--- config.mk ---
export PLATFORM = sky130hd
export DESIGN_NAME = gpio_pin_control
export DESIGN_NICKNAME = d
export VERILOG_FILES = /design/src/pkg/gpio_pin_pkg.sv /design/src/rtl/gpio_debounce.sv /design/src/rtl/gpio_pin_control.sv
export VERILOG_INCLUDE_DIRS = /design/src /design/src/pkg
export SDC_FILE = /design/constraint.sdc
export NUM_CORES = 2
export LEC_CHECK = 0
export BUFFER_PORTS_ARGS = -buffer_cell sky130_fd_sc_hd__buf_2
export CAP_MARGIN = 20
export CELL_PAD_IN_SITES_DETAIL_PLACEMENT = 0
export CELL_PAD_IN_SITES_GLOBAL_PLACEMENT = 1
export CORE_ASPECT_RATIO = 1.2
export CORE_MARGIN = 2
export CORE_UTILIZATION = 47
export CTS_CLUSTER_SIZE = 25
export DETAILED_ROUTE_END_ITERATION = 10
export PLACE_DENSITY = 0.8
export SLEW_MARGIN = 20
export SYNTH_ARGS = -nofsm -noshare
export SYNTH_HDL_FRONTEND = slang
export SYNTH_SLANG_ARGS = --single-unit
--- constraint.sdc ---
create_clock -name CLK_IN -period 52.3 [get_ports CLK_IN]
set_clock_uncertainty 0.2 [all_clocks]
set_input_delay 10.46 -clock CLK_IN [delete_from_list [all_inputs] [get_ports CLK_IN]]
set_output_delay 10.46 -clock CLK_IN [all_outputs]
set_load 0.05 [all_outputs]
--- src/pkg/gpio_pin_regs.svh ---
// Register offsets, field positions, reset values and timing counts for the pin block
`ifndef GPIO_PIN_REGS_SVH
`define GPIO_PIN_REGS_SVH

// Register map
`define GPIO_PIN_COUNT      40
`define GPIO_CTRL_BASE      16'h1700
`define GPIO_CTRL_LAST      16'h174F
`define GPIO_DBCFG_ADDR     16'h1AC0
`define GPIO_FLAG_ADDR0     16'h1B00
`define GPIO_FLAG_ADDR1     16'h1B01
`define GPIO_FLAG_ADDR2     16'h1B02

// First control word fields
`define GPIO_LVL_BIT        15
`define GPIO_OD_BIT         14
`define GPIO_DB_BIT         13
`define GPIO_POL_BIT        12
`define GPIO_FN_MSB         8

// Second control word fields
`define GPIO_DIR_BIT        15
`define GPIO_PU_BIT         14
`define GPIO_PD_BIT         13

// Reset values
`define GPIO_FN_RESET       9'h001
`define GPIO_LVL_RESET      1'b0
`define GPIO_OD_RESET       1'b0
`define GPIO_DB_RESET       1'b1
`define GPIO_POL_RESET      1'b0
`define GPIO_DIR_RESET      1'b1
`define GPIO_PU_RESET       1'b1
`define GPIO_PD_RESET       1'b1
`define GPIO_DBTIME_RESET   4'h0

// Timing
`define GPIO_CLK_HZ         125000000
`define GPIO_SLOW_HZ        32768
`define GPIO_SLOW_DIV       (`GPIO_CLK_HZ / `GPIO_SLOW_HZ)
`define GPIO_DB_TIME0_US    100
`define GPIO_DB_TIME1_US    1500
`define GPIO_DBTIME_MAX     4'hA
`define GPIO_US_PER_S       1000000

`endif

--- src/pkg/gpio_pin_pkg.sv ---
// Types shared by the pin control block
package gpio_pin_pkg;

  typedef enum logic [8:0] {
    FN_ALT   = 9'h000,
    FN_LOGIC = 9'h001,
    FN_DSP   = 9'h002,
    FN_IRQ1  = 9'h003,
    FN_IRQ2  = 9'h004
  } fn_code_t;

  typedef enum logic {
    DB_STABLE = 1'b0,
    DB_SETTLE = 1'b1
  } db_state_t;

  typedef logic [14:0] db_count_t;

endpackage

--- src/rtl/gpio_debounce.sv ---
// Debounce filter for one synchronised pin input
`timescale 1ns/1ps
module gpio_debounce (
  // Clock and reset
  input  wire logic               clk_in,
  input  wire logic               resetn_in,
  // Filter control
  input  wire logic               enable_in,
  input  wire logic               tick_in,
  input  wire gpio_pin_pkg::db_count_t period_in,
  // Levels
  input  wire logic               sample_in,
  output logic                    level_out
);

  gpio_pin_pkg::db_state_t state_reg;
  gpio_pin_pkg::db_state_t state_next;
  gpio_pin_pkg::db_count_t count_reg;
  gpio_pin_pkg::db_count_t count_next;
  logic                    level_reg;
  logic                    level_next;

  always_comb begin
    state_next = state_reg;
    count_next = count_reg;
    level_next = level_reg;
    if (!enable_in) begin
      level_next = sample_in;
      state_next = gpio_pin_pkg::DB_STABLE;
      count_next = '0;
    end else begin
      case (state_reg)
        gpio_pin_pkg::DB_STABLE: begin
          if (sample_in != level_reg) begin
            state_next = gpio_pin_pkg::DB_SETTLE;
            count_next = '0;
          end
        end
        gpio_pin_pkg::DB_SETTLE: begin
          // whole period unchanged
          if (sample_in == level_reg) begin
            state_next = gpio_pin_pkg::DB_STABLE;
          end else if (tick_in) begin
            // Counting one extra tick keeps the period a least time
            if (count_reg >= period_in) begin
              level_next = sample_in;
              state_next = gpio_pin_pkg::DB_STABLE;
            end else begin
              count_next = count_reg + 15'h0001;
            end
          end
        end
        default: state_next = gpio_pin_pkg::DB_STABLE;
      endcase
    end
  end

  always_ff @(posedge clk_in) begin
    if (!resetn_in) begin
      state_reg <= gpio_pin_pkg::DB_STABLE;
      count_reg <= '0;
      level_reg <= 1'b0;
    end else begin
      state_reg <= state_next;
      count_reg <= count_next;
      level_reg <= level_next;
    end
  end

  assign level_out = level_reg;
endmodule // gpio_debounce

--- src/rtl/gpio_pin_control.sv ---
// Per-pin function, direction, level, drive, pull and edge flag control for 40 pins
// Function
// Every pin has its own function select
// Input level reads sampled pin, not inverted
// Debounce enable filters input from slow tick
// Rising and falling input edges raise events
// Edge flags latch, poll, drive interrupt
// Pull-up and pull-down enabled independently
// Both pulls enabled forms bus keeper
// Bus keeper active on all pins after reset
// Logic output drives written level bit
// Output level bit reads back zero
// Invert bit inverts selected output function
// Invert ignored for alternate and DSP codes
// Bit 14 selects CMOS or open drain
// Drive select ignored for alternate, DSP codes
// First control words 1700h-174Eh, level bit 15
// Software matches direction to function
// Debounce time codes 100us to 768ms
// Direction bit 1 input, ignored alt/DSP
// Function codes alt, logic, DSP, IRQ
// Filter passes level after full stable period
`timescale 1ns/1ps
`include "gpio_pin_regs.svh"
module gpio_pin_control (
  // Clock and reset
  input  wire logic        CLK_IN,
  input  wire logic        RESETN_IN,
  // Register access
  input  wire logic [15:0] REG_ADDR_IN,
  input  wire logic [15:0] REG_WDATA_IN,
  input  wire logic        REG_WR_IN,
  input  wire logic        REG_RD_IN,
  output logic      [15:0] REG_RDATA_OUT,
  output logic             REG_RVALID_OUT,
  // Pads
  input  wire logic [39:0] PIN_IN,
  output logic      [39:0] PIN_OUT,
  output logic      [39:0] PIN_OE_OUT,
  output logic      [39:0] PULL_UP_OUT,
  output logic      [39:0] PULL_DOWN_OUT,
  // Function sources
  input  wire logic [39:0] ALT_OUT_IN,
  input  wire logic [39:0] ALT_OE_IN,
  input  wire logic [39:0] DSP_OUT_IN,
  input  wire logic [39:0] DSP_OE_IN,
  input  wire logic [39:0] FUNC_SRC_IN,
  input  wire logic        IRQ2_IN,
  // Input levels and events
  output logic      [39:0] PIN_LEVEL_OUT,
  output logic             EDGE_IRQ_OUT
);

  localparam int NPIN = `GPIO_PIN_COUNT;

  // Pin index of a control word address
  function automatic logic [5:0] pin_index(input logic [15:0] addr);
    logic [15:0] off;
    off = addr - `GPIO_CTRL_BASE;
    return off[6:1];
  endfunction

  function automatic logic ctrl_hit(input logic [15:0] addr);
    return (addr >= `GPIO_CTRL_BASE) && (addr <= `GPIO_CTRL_LAST);
  endfunction

  // debounce code to slow ticks
  function automatic gpio_pin_pkg::db_count_t db_ticks(input logic [3:0] code);
    logic [63:0] us;
    logic [63:0] ticks;
    if (code == 4'h0 || code > `GPIO_DBTIME_MAX) begin
      us = 64'(`GPIO_DB_TIME0_US);
    end else begin
      us = 64'(`GPIO_DB_TIME1_US) << (code - 4'h1);
    end
    ticks = (us * 64'(`GPIO_SLOW_HZ) + 64'(`GPIO_US_PER_S) - 64'h1) / 64'(`GPIO_US_PER_S);
    return ticks[14:0];
  endfunction

  // Configuration state
  logic [8:0]  fn_reg   [NPIN];
  logic [8:0]  fn_next  [NPIN];
  logic [39:0] lvl_reg, lvl_next, od_reg, od_next, db_reg, db_next, pol_reg, pol_next;
  logic [39:0] dir_reg, dir_next, pu_reg, pu_next, pd_reg, pd_next;
  logic [3:0]  dbtime_reg, dbtime_next;
  logic [5:0]  widx;
  logic        whit;

  assign widx = pin_index(REG_ADDR_IN);
  assign whit = REG_WR_IN && ctrl_hit(REG_ADDR_IN);

  always_comb begin
    fn_next     = fn_reg;
    lvl_next    = lvl_reg;
    od_next     = od_reg;
    db_next     = db_reg;
    pol_next    = pol_reg;
    dir_next    = dir_reg;
    pu_next     = pu_reg;
    pd_next     = pd_reg;
    dbtime_next = dbtime_reg;
    // word pairs per pin
    if (whit && !REG_ADDR_IN[0]) begin
      lvl_next[widx]    = REG_WDATA_IN[`GPIO_LVL_BIT];
      od_next[widx]     = REG_WDATA_IN[`GPIO_OD_BIT];
      db_next[widx]     = REG_WDATA_IN[`GPIO_DB_BIT];
      pol_next[widx]    = REG_WDATA_IN[`GPIO_POL_BIT];
      fn_next[widx]     = REG_WDATA_IN[`GPIO_FN_MSB:0];
    end else if (whit) begin
      dir_next[widx]    = REG_WDATA_IN[`GPIO_DIR_BIT];
      pu_next[widx]     = REG_WDATA_IN[`GPIO_PU_BIT];
      pd_next[widx]     = REG_WDATA_IN[`GPIO_PD_BIT];
    end
    if (REG_WR_IN && REG_ADDR_IN == `GPIO_DBCFG_ADDR) begin
      dbtime_next = REG_WDATA_IN[3:0];
    end
  end

  always_ff @(posedge CLK_IN) begin
    if (!RESETN_IN) begin
      for (int i = 0; i < NPIN; i++) begin
        fn_reg[i] <= `GPIO_FN_RESET;
      end
      lvl_reg    <= {NPIN{`GPIO_LVL_RESET}};
      od_reg     <= {NPIN{`GPIO_OD_RESET}};
      db_reg     <= {NPIN{`GPIO_DB_RESET}};
      pol_reg    <= {NPIN{`GPIO_POL_RESET}};
      dir_reg    <= {NPIN{`GPIO_DIR_RESET}};
      // keeper on at reset
      pu_reg     <= {NPIN{`GPIO_PU_RESET}};
      pd_reg     <= {NPIN{`GPIO_PD_RESET}};
      dbtime_reg <= `GPIO_DBTIME_RESET;
    end else begin
      fn_reg     <= fn_next;
      lvl_reg    <= lvl_next;
      od_reg     <= od_next;
      db_reg     <= db_next;
      pol_reg    <= pol_next;
      dir_reg    <= dir_next;
      pu_reg     <= pu_next;
      pd_reg     <= pd_next;
      dbtime_reg <= dbtime_next;
    end
  end

  // Slow tick divider
  logic [11:0] div_reg, div_next;
  logic        tick;

  assign tick = (div_reg == 12'(`GPIO_SLOW_DIV - 1));

  always_comb begin
    div_next = tick ? 12'h000 : div_reg + 12'h001;
  end

  always_ff @(posedge CLK_IN) begin
    if (!RESETN_IN) begin
      div_reg <= 12'h000;
    end else begin
      div_reg <= div_next;
    end
  end

  // Input path: sync, filter, edges
  logic [39:0] sync1_reg, sync2_reg, level_in, prev_reg, flag_reg, flag_next, clr;
  gpio_pin_pkg::db_count_t period;

  assign period = db_ticks(dbtime_reg);

  // one filter per pin
  for (genvar g = 0; g < NPIN; g++) begin : g_db
    gpio_debounce gpio_debounce_i (
      .clk_in    (CLK_IN),
      .resetn_in (RESETN_IN),
      .enable_in (db_reg[g]),
      .tick_in   (tick),
      .period_in (period),
      .sample_in (sync2_reg[g]),
      .level_out (level_in[g])
    );
  end

  always_comb begin
    clr = 40'h00_0000_0000;
    if (REG_WR_IN && REG_ADDR_IN == `GPIO_FLAG_ADDR0) clr[15:0]  = REG_WDATA_IN;
    if (REG_WR_IN && REG_ADDR_IN == `GPIO_FLAG_ADDR1) clr[31:16] = REG_WDATA_IN;
    if (REG_WR_IN && REG_ADDR_IN == `GPIO_FLAG_ADDR2) clr[39:32] = REG_WDATA_IN[7:0];
    // both edges; set beats clear
    flag_next = (flag_reg & ~clr) | (level_in ^ prev_reg);
  end

  always_ff @(posedge CLK_IN) begin
    if (!RESETN_IN) begin
      sync1_reg <= 40'h00_0000_0000;
      sync2_reg <= 40'h00_0000_0000;
      prev_reg  <= 40'h00_0000_0000;
      flag_reg  <= 40'h00_0000_0000;
    end else begin
      sync1_reg <= PIN_IN;
      sync2_reg <= sync1_reg;
      prev_reg  <= level_in;
      flag_reg  <= flag_next;
    end
  end

  assign PIN_LEVEL_OUT = level_in;
  assign EDGE_IRQ_OUT  = |flag_reg;

  // Pad drive and pulls
  logic [39:0] out_next, oe_next, up_next, down_next;
  logic        src;

  always_comb begin
    src = 1'b0;
    for (int i = 0; i < NPIN; i++) begin
      // per-pin function decode; codes
      case (fn_reg[i])
        gpio_pin_pkg::FN_ALT: begin
          // alternate owns pin
          out_next[i] = ALT_OUT_IN[i];
          oe_next[i]  = ALT_OE_IN[i];
        end
        gpio_pin_pkg::FN_DSP: begin
          out_next[i] = DSP_OUT_IN[i];
          oe_next[i]  = DSP_OE_IN[i];
        end
        default: begin
          case (fn_reg[i])
            gpio_pin_pkg::FN_LOGIC: src = lvl_reg[i];
            gpio_pin_pkg::FN_IRQ1:  src = EDGE_IRQ_OUT;
            gpio_pin_pkg::FN_IRQ2:  src = IRQ2_IN;
            default:                src = FUNC_SRC_IN[i];
          endcase
          // level with invert
          out_next[i] = src ^ pol_reg[i];
          // open drain releases high
          oe_next[i]  = !dir_reg[i] && !(od_reg[i] && out_next[i]);
        end
      endcase
      // keeper steers pulls to last level
      up_next[i]   = pu_reg[i] && (!pd_reg[i] || level_in[i]);
      down_next[i] = pd_reg[i] && (!pu_reg[i] || !level_in[i]);
    end
  end

  always_ff @(posedge CLK_IN) begin
    if (!RESETN_IN) begin
      PIN_OUT       <= 40'h00_0000_0000;
      PIN_OE_OUT    <= 40'h00_0000_0000;
      PULL_UP_OUT   <= 40'h00_0000_0000;
      PULL_DOWN_OUT <= 40'h00_0000_0000;
    end else begin
      PIN_OUT       <= out_next;
      PIN_OE_OUT    <= oe_next;
      PULL_UP_OUT   <= up_next;
      PULL_DOWN_OUT <= down_next;
    end
  end

  // Register read path
  logic [15:0] rdata_next;
  logic [5:0]  ridx;

  assign ridx = pin_index(REG_ADDR_IN);

  always_comb begin
    rdata_next = 16'h0000;
    if (ctrl_hit(REG_ADDR_IN) && !REG_ADDR_IN[0]) begin
      // filtered level, no invert; output reads 0
      rdata_next = {dir_reg[ridx] && level_in[ridx], od_reg[ridx], db_reg[ridx],
                    pol_reg[ridx], 3'h0, fn_reg[ridx]};
    end else if (ctrl_hit(REG_ADDR_IN)) begin
      rdata_next = {dir_reg[ridx], pu_reg[ridx], pd_reg[ridx], 13'h0000};
    end else if (REG_ADDR_IN == `GPIO_DBCFG_ADDR) begin
      rdata_next = {12'h000, dbtime_reg};
    end else if (REG_ADDR_IN == `GPIO_FLAG_ADDR0) begin
      rdata_next = flag_reg[15:0];
    end else if (REG_ADDR_IN == `GPIO_FLAG_ADDR1) begin
      rdata_next = flag_reg[31:16];
    end else if (REG_ADDR_IN == `GPIO_FLAG_ADDR2) begin
      rdata_next = {8'h00, flag_reg[39:32]};
    end
  end

  always_ff @(posedge CLK_IN) begin
    if (!RESETN_IN) begin
      REG_RDATA_OUT  <= 16'h0000;
      REG_RVALID_OUT <= 1'b0;
    end else begin
      REG_RVALID_OUT <= REG_RD_IN;
      if (REG_RD_IN) begin
        REG_RDATA_OUT <= rdata_next;
      end
    end
  end

  for (genvar g = 0; g < NPIN; g++) begin : g_chk

  end
endmodule // gpio_pin_control

==> summary.md <==
The flow ran to the end, and the final reports show no timing, DRC or antenna violations. The via density per instance works out to 6.116. The tools report the number of nets in the finished design as 14.17k.

The type of the tightest min-delay check was reg2reg. Entering global routing, the biggest net connects 132 pins. The tools report the post-cts gate resize count as 0. After clock tree synthesis, the setup repair step added 0 buffers. Library cell with the largest summed area after synthesis: sky130_fd_sc_hd__dfxtp_1. The clock transition at the register clock pins on the worst setup and hold paths after CTS works out to 60 ps. The final weighted congestion in routability-driven placement is 0.9723, and the final cycle utilization of the critical path is 89.85%.

The number of placed cells counting well taps is 15.89k. After detailed routing, the number of remaining DRC violations is 0. Fill cells in the final layout number 20.88k. For the total global routing track utilization, the log shows 34.30%. The number of endpoints with negative hold slack in the final report is 0, and the effective utilization at floorplan is 47.26%. The floorplan has 188 rows. The flip-flop and latch count after synthesis was 1,673; the post-synthesis net count was 14.01k. The routed layout has 99.25k vias. The tool flagged a number of max-cap violations equal to 0. Sequential cells were found to cover 32.43% of the synthesized design area. The post-synthesis instance area came out at 103,300 um^2. The routed wirelength normalized by instance count was 24.56 um. The setup path with the least slack is of type reg2reg. The logs give 93.93k for the via count of the first global-routing pass and 52.17% for the final cell utilization of the core. Most used flip-flop cell after synthesis: sky130_fd_sc_hd__dfxtp_1. Number of antenna violations at the first check in global routing: 21. For this design the ratio of total power to cell area is 25.24 nW/um^2.

The count of buffers added on input and output ports is 494. The logs give 13.39% for the normalized max-slew margin and 16.23k for the post-route non-filler standard cell count. The transition time at the pin with the least slew margin was 1293 ps; the largest fanout on the critical path was 39.

For this design, the slowest cell found on the critical path is sky130_fd_sc_hd__dfxtp_1. Summed over all failing endpoints, the final setup total negative slack is 0 ps. TritonCTS built the clock tree.

The total congestion overflow after global routing is 0, and the mean post-synth cell area is 7.910 um^2. The die covers 223,500 um^2. The clock passes through at most 3 buffers. From left edge to right edge, the die measures 431.9 um. The floorplan step defined a core boundary enclosing 218,500 um^2. The logs give 0.02128 GHz for the maximum clock frequency and 4 for the number of H-tree levels. By area the synthesized netlist is led by sky130_fd_sc_hd__dfxtp_1 32%, sky130_fd_sc_hd__ha_1 8.1%, sky130_fd_sc_hd__nand2_1 7.5%. The count of routing violations after the opening detailed-route iteration was 8,789.

The area growth from synthesis to layout is 10.38%. Counting flops with an async set or reset pin after synthesis yields a share of 0%. Critical path launch point type: a flop. For this design, the sink count on the clock tree is 1,673. For the worst setup path, the data required time is 52,840 ps. For this run, the slowest stage of the critical path takes 950 ps. The first global-routing pass estimated 590.4 mm of wire. At the later pin of the worst-skew pair, clock insertion delay measures 870 ps. 495 I/O pins were placed.

Clock tree synthesis inserted a total of 179 buffers. The instance count along the most critical hold path works out to 1. The leakage dissipation is 44.93 nW, and the number of slew-limit violations in the final report is 0.

The endpoint kind of the worst setup timing path was a flop. The count of yosys warnings during synthesis is 0, and the hold-fix buffer count after cts is 0. For this run, the detailed router's first-pass iteration total came to 7.

Synthesis instantiated 154 different standard cells from the library. Clock root buffer: sky130_fd_sc_hd__clkbuf_16. Measured along the y axis, the die boundary spans 517.5 um.

The number of flip-flops under the largest register name was 600. For the worst setup path, the data arrival time is 47,530 ps. The share of synthesized area in the top cell type comes to 32.43%. The sum of net half-perimeters after detailed placement was 291.9 mm. The run gives 0 as the final-report setup violation count. After detailed routing, the total wire length is 398.6 mm. For the worst flop-to-flop path, the logic depth is 149. The synthesized design contains 0 enable-type register cells. Synthesis handed over a netlist of 13.06k instances. Across the VDD grid, the largest voltage drop is 0.02475 mV. The detail route stage leaves a number of antenna-violating nets equal to 0.

Total power for the finished layout comes to 2.877 mW. Of the cells placed in the final design, the portion with a size suffix greater than 1 is 9.192%. The post-layout minimum cycle time works out to 46,990 ps. Setup repair after global routing left no endpoint under its margin.
worst paths after layout:
path                 start                                endpoint  slack [ps]
min          sync1_reg[32]                           sync2_reg[32]         230
min reg2reg  sync1_reg[32]                           sync2_reg[32]         230
max reg2reg  dbtime_reg[0]  g_db[32].gpio_debounce_i.count_reg[12]        5310
max          dbtime_reg[0]  g_db[32].gpio_debounce_i.count_reg[12]        5310
per-stage QoR:
| stage | cell area, um^2 | hold slack, ps | setup WS, ps |
|---|---|---|---|
| CTS | 113900 | 235.2 | 5812 |
| floorplan | 103300 | 211.9 | 15140 |
| detailed placement | 107700 | 218.4 | 5979 |
| global placement | 107600 | 216.8 | 7314 |
| global route | 114000 | 239.8 | 1393 |
| finish | 114000 | 231.5 | 5310 |
where the power goes:
part | total, mW | switching (mW) | internal (mW)
clock | 1.37 | 0.579 | 0.795
sequential | 1.29 | 0.00512 | 1.28
combinational | 0.218 | 0.147 | 0.0705
total | 2.88 | 0.731 | 2.15
per-layer routing:
layer  vias up  wire length (um)  GRT usage [%]  part of all wire, %
met5         -               106              0                0.027
li1      46920                 -              -                    -
met1     47610            160700          41.46                   40
met2      3716            182300          56.39                   46
met3       987             25140          4.996                  6.3
met4        16             30340          23.35                  7.6
cells by family (layout without fill, tap and decap cells):
kind of cell	count (synthesis)	in the layout	share of synthesized area [%]
AO/OA/AOI/OAI	3138	3138	20.66
AND/OR/NAND/NOR	5735	5735	26.82
XOR/XNOR	718	718	6.197
other	0	8	0
buffers and inverters	932	1247	3.868
multiplexers	188	188	1.879
flip-flops	1673	1673	32.43
adder cells (fa/ha/maj)	672	672	8.142
cells in the mapped netlist, drive strengths merged (165+ instances only):
cell type	instances
a21boi	492
a21oi	829
a22oi	211
and2	187
and3	192
clkbuf	529
dfxtp	1673
ha	672
inv	261
mux2i	165
nand2	2069
nand3	622
nand4	247
nor2	1078
nor2b	314
nor3	247
o21ai	553
or3	200
xnor2	288
xor2	429
critical path: cells and delay by family (launching register included):
family,cells,cell delay [ps]
flops,1,950
mux,6,2710
simple gates,51,12770
fa+ha+maj,10,3590
compound gates,57,16830
xor+xnor,4,2000
buf+inv,21,7610
final cells by class:
type | count | area [um^2] | area share [%]
multi-input combinational | 10450 | 65920 | 57.82
sequential | 1673 | 33490 | 29.38
clock buffer | 240 | 5041 | 4.422
timing repair buffer | 658 | 3742 | 3.283
tap | 2850 | 3566 | 3.128
clock inverter | 87 | 1222 | 1.072
inverter | 262 | 997.2 | 0.8747
antenna | 8 | 20.02 | 0.01756
cell usage in the layout, fill, tap and decap left out, types with 181 or more instances in the layout:
cell type,synthesis,final
sky130_fd_sc_hd__xor2_1,428,427
sky130_fd_sc_hd__nand3_1,621,621
sky130_fd_sc_hd__nor3_1,240,236
sky130_fd_sc_hd__a22oi_1,209,209
sky130_fd_sc_hd__or3_1,199,199
sky130_fd_sc_hd__nor2b_1,314,314
sky130_fd_sc_hd__a21oi_1,818,818
sky130_fd_sc_hd__o21ai_0,497,497
sky130_fd_sc_hd__clkbuf_16,0,181
sky130_fd_sc_hd__a21boi_0,480,480
sky130_fd_sc_hd__nor2_1,1071,1066
sky130_fd_sc_hd__and3_1,192,191
sky130_fd_sc_hd__nand4_1,244,244
sky130_fd_sc_hd__inv_1,249,246
sky130_fd_sc_hd__and2_1,181,181
sky130_fd_sc_hd__dfxtp_1,1673,1673
sky130_fd_sc_hd__ha_1,672,672
sky130_fd_sc_hd__nand2_1,2066,2066
sky130_fd_sc_hd__buf_2,22,488
sky130_fd_sc_hd__xnor2_1,276,276
Note: power is estimated with default switching activity, not from simulation.
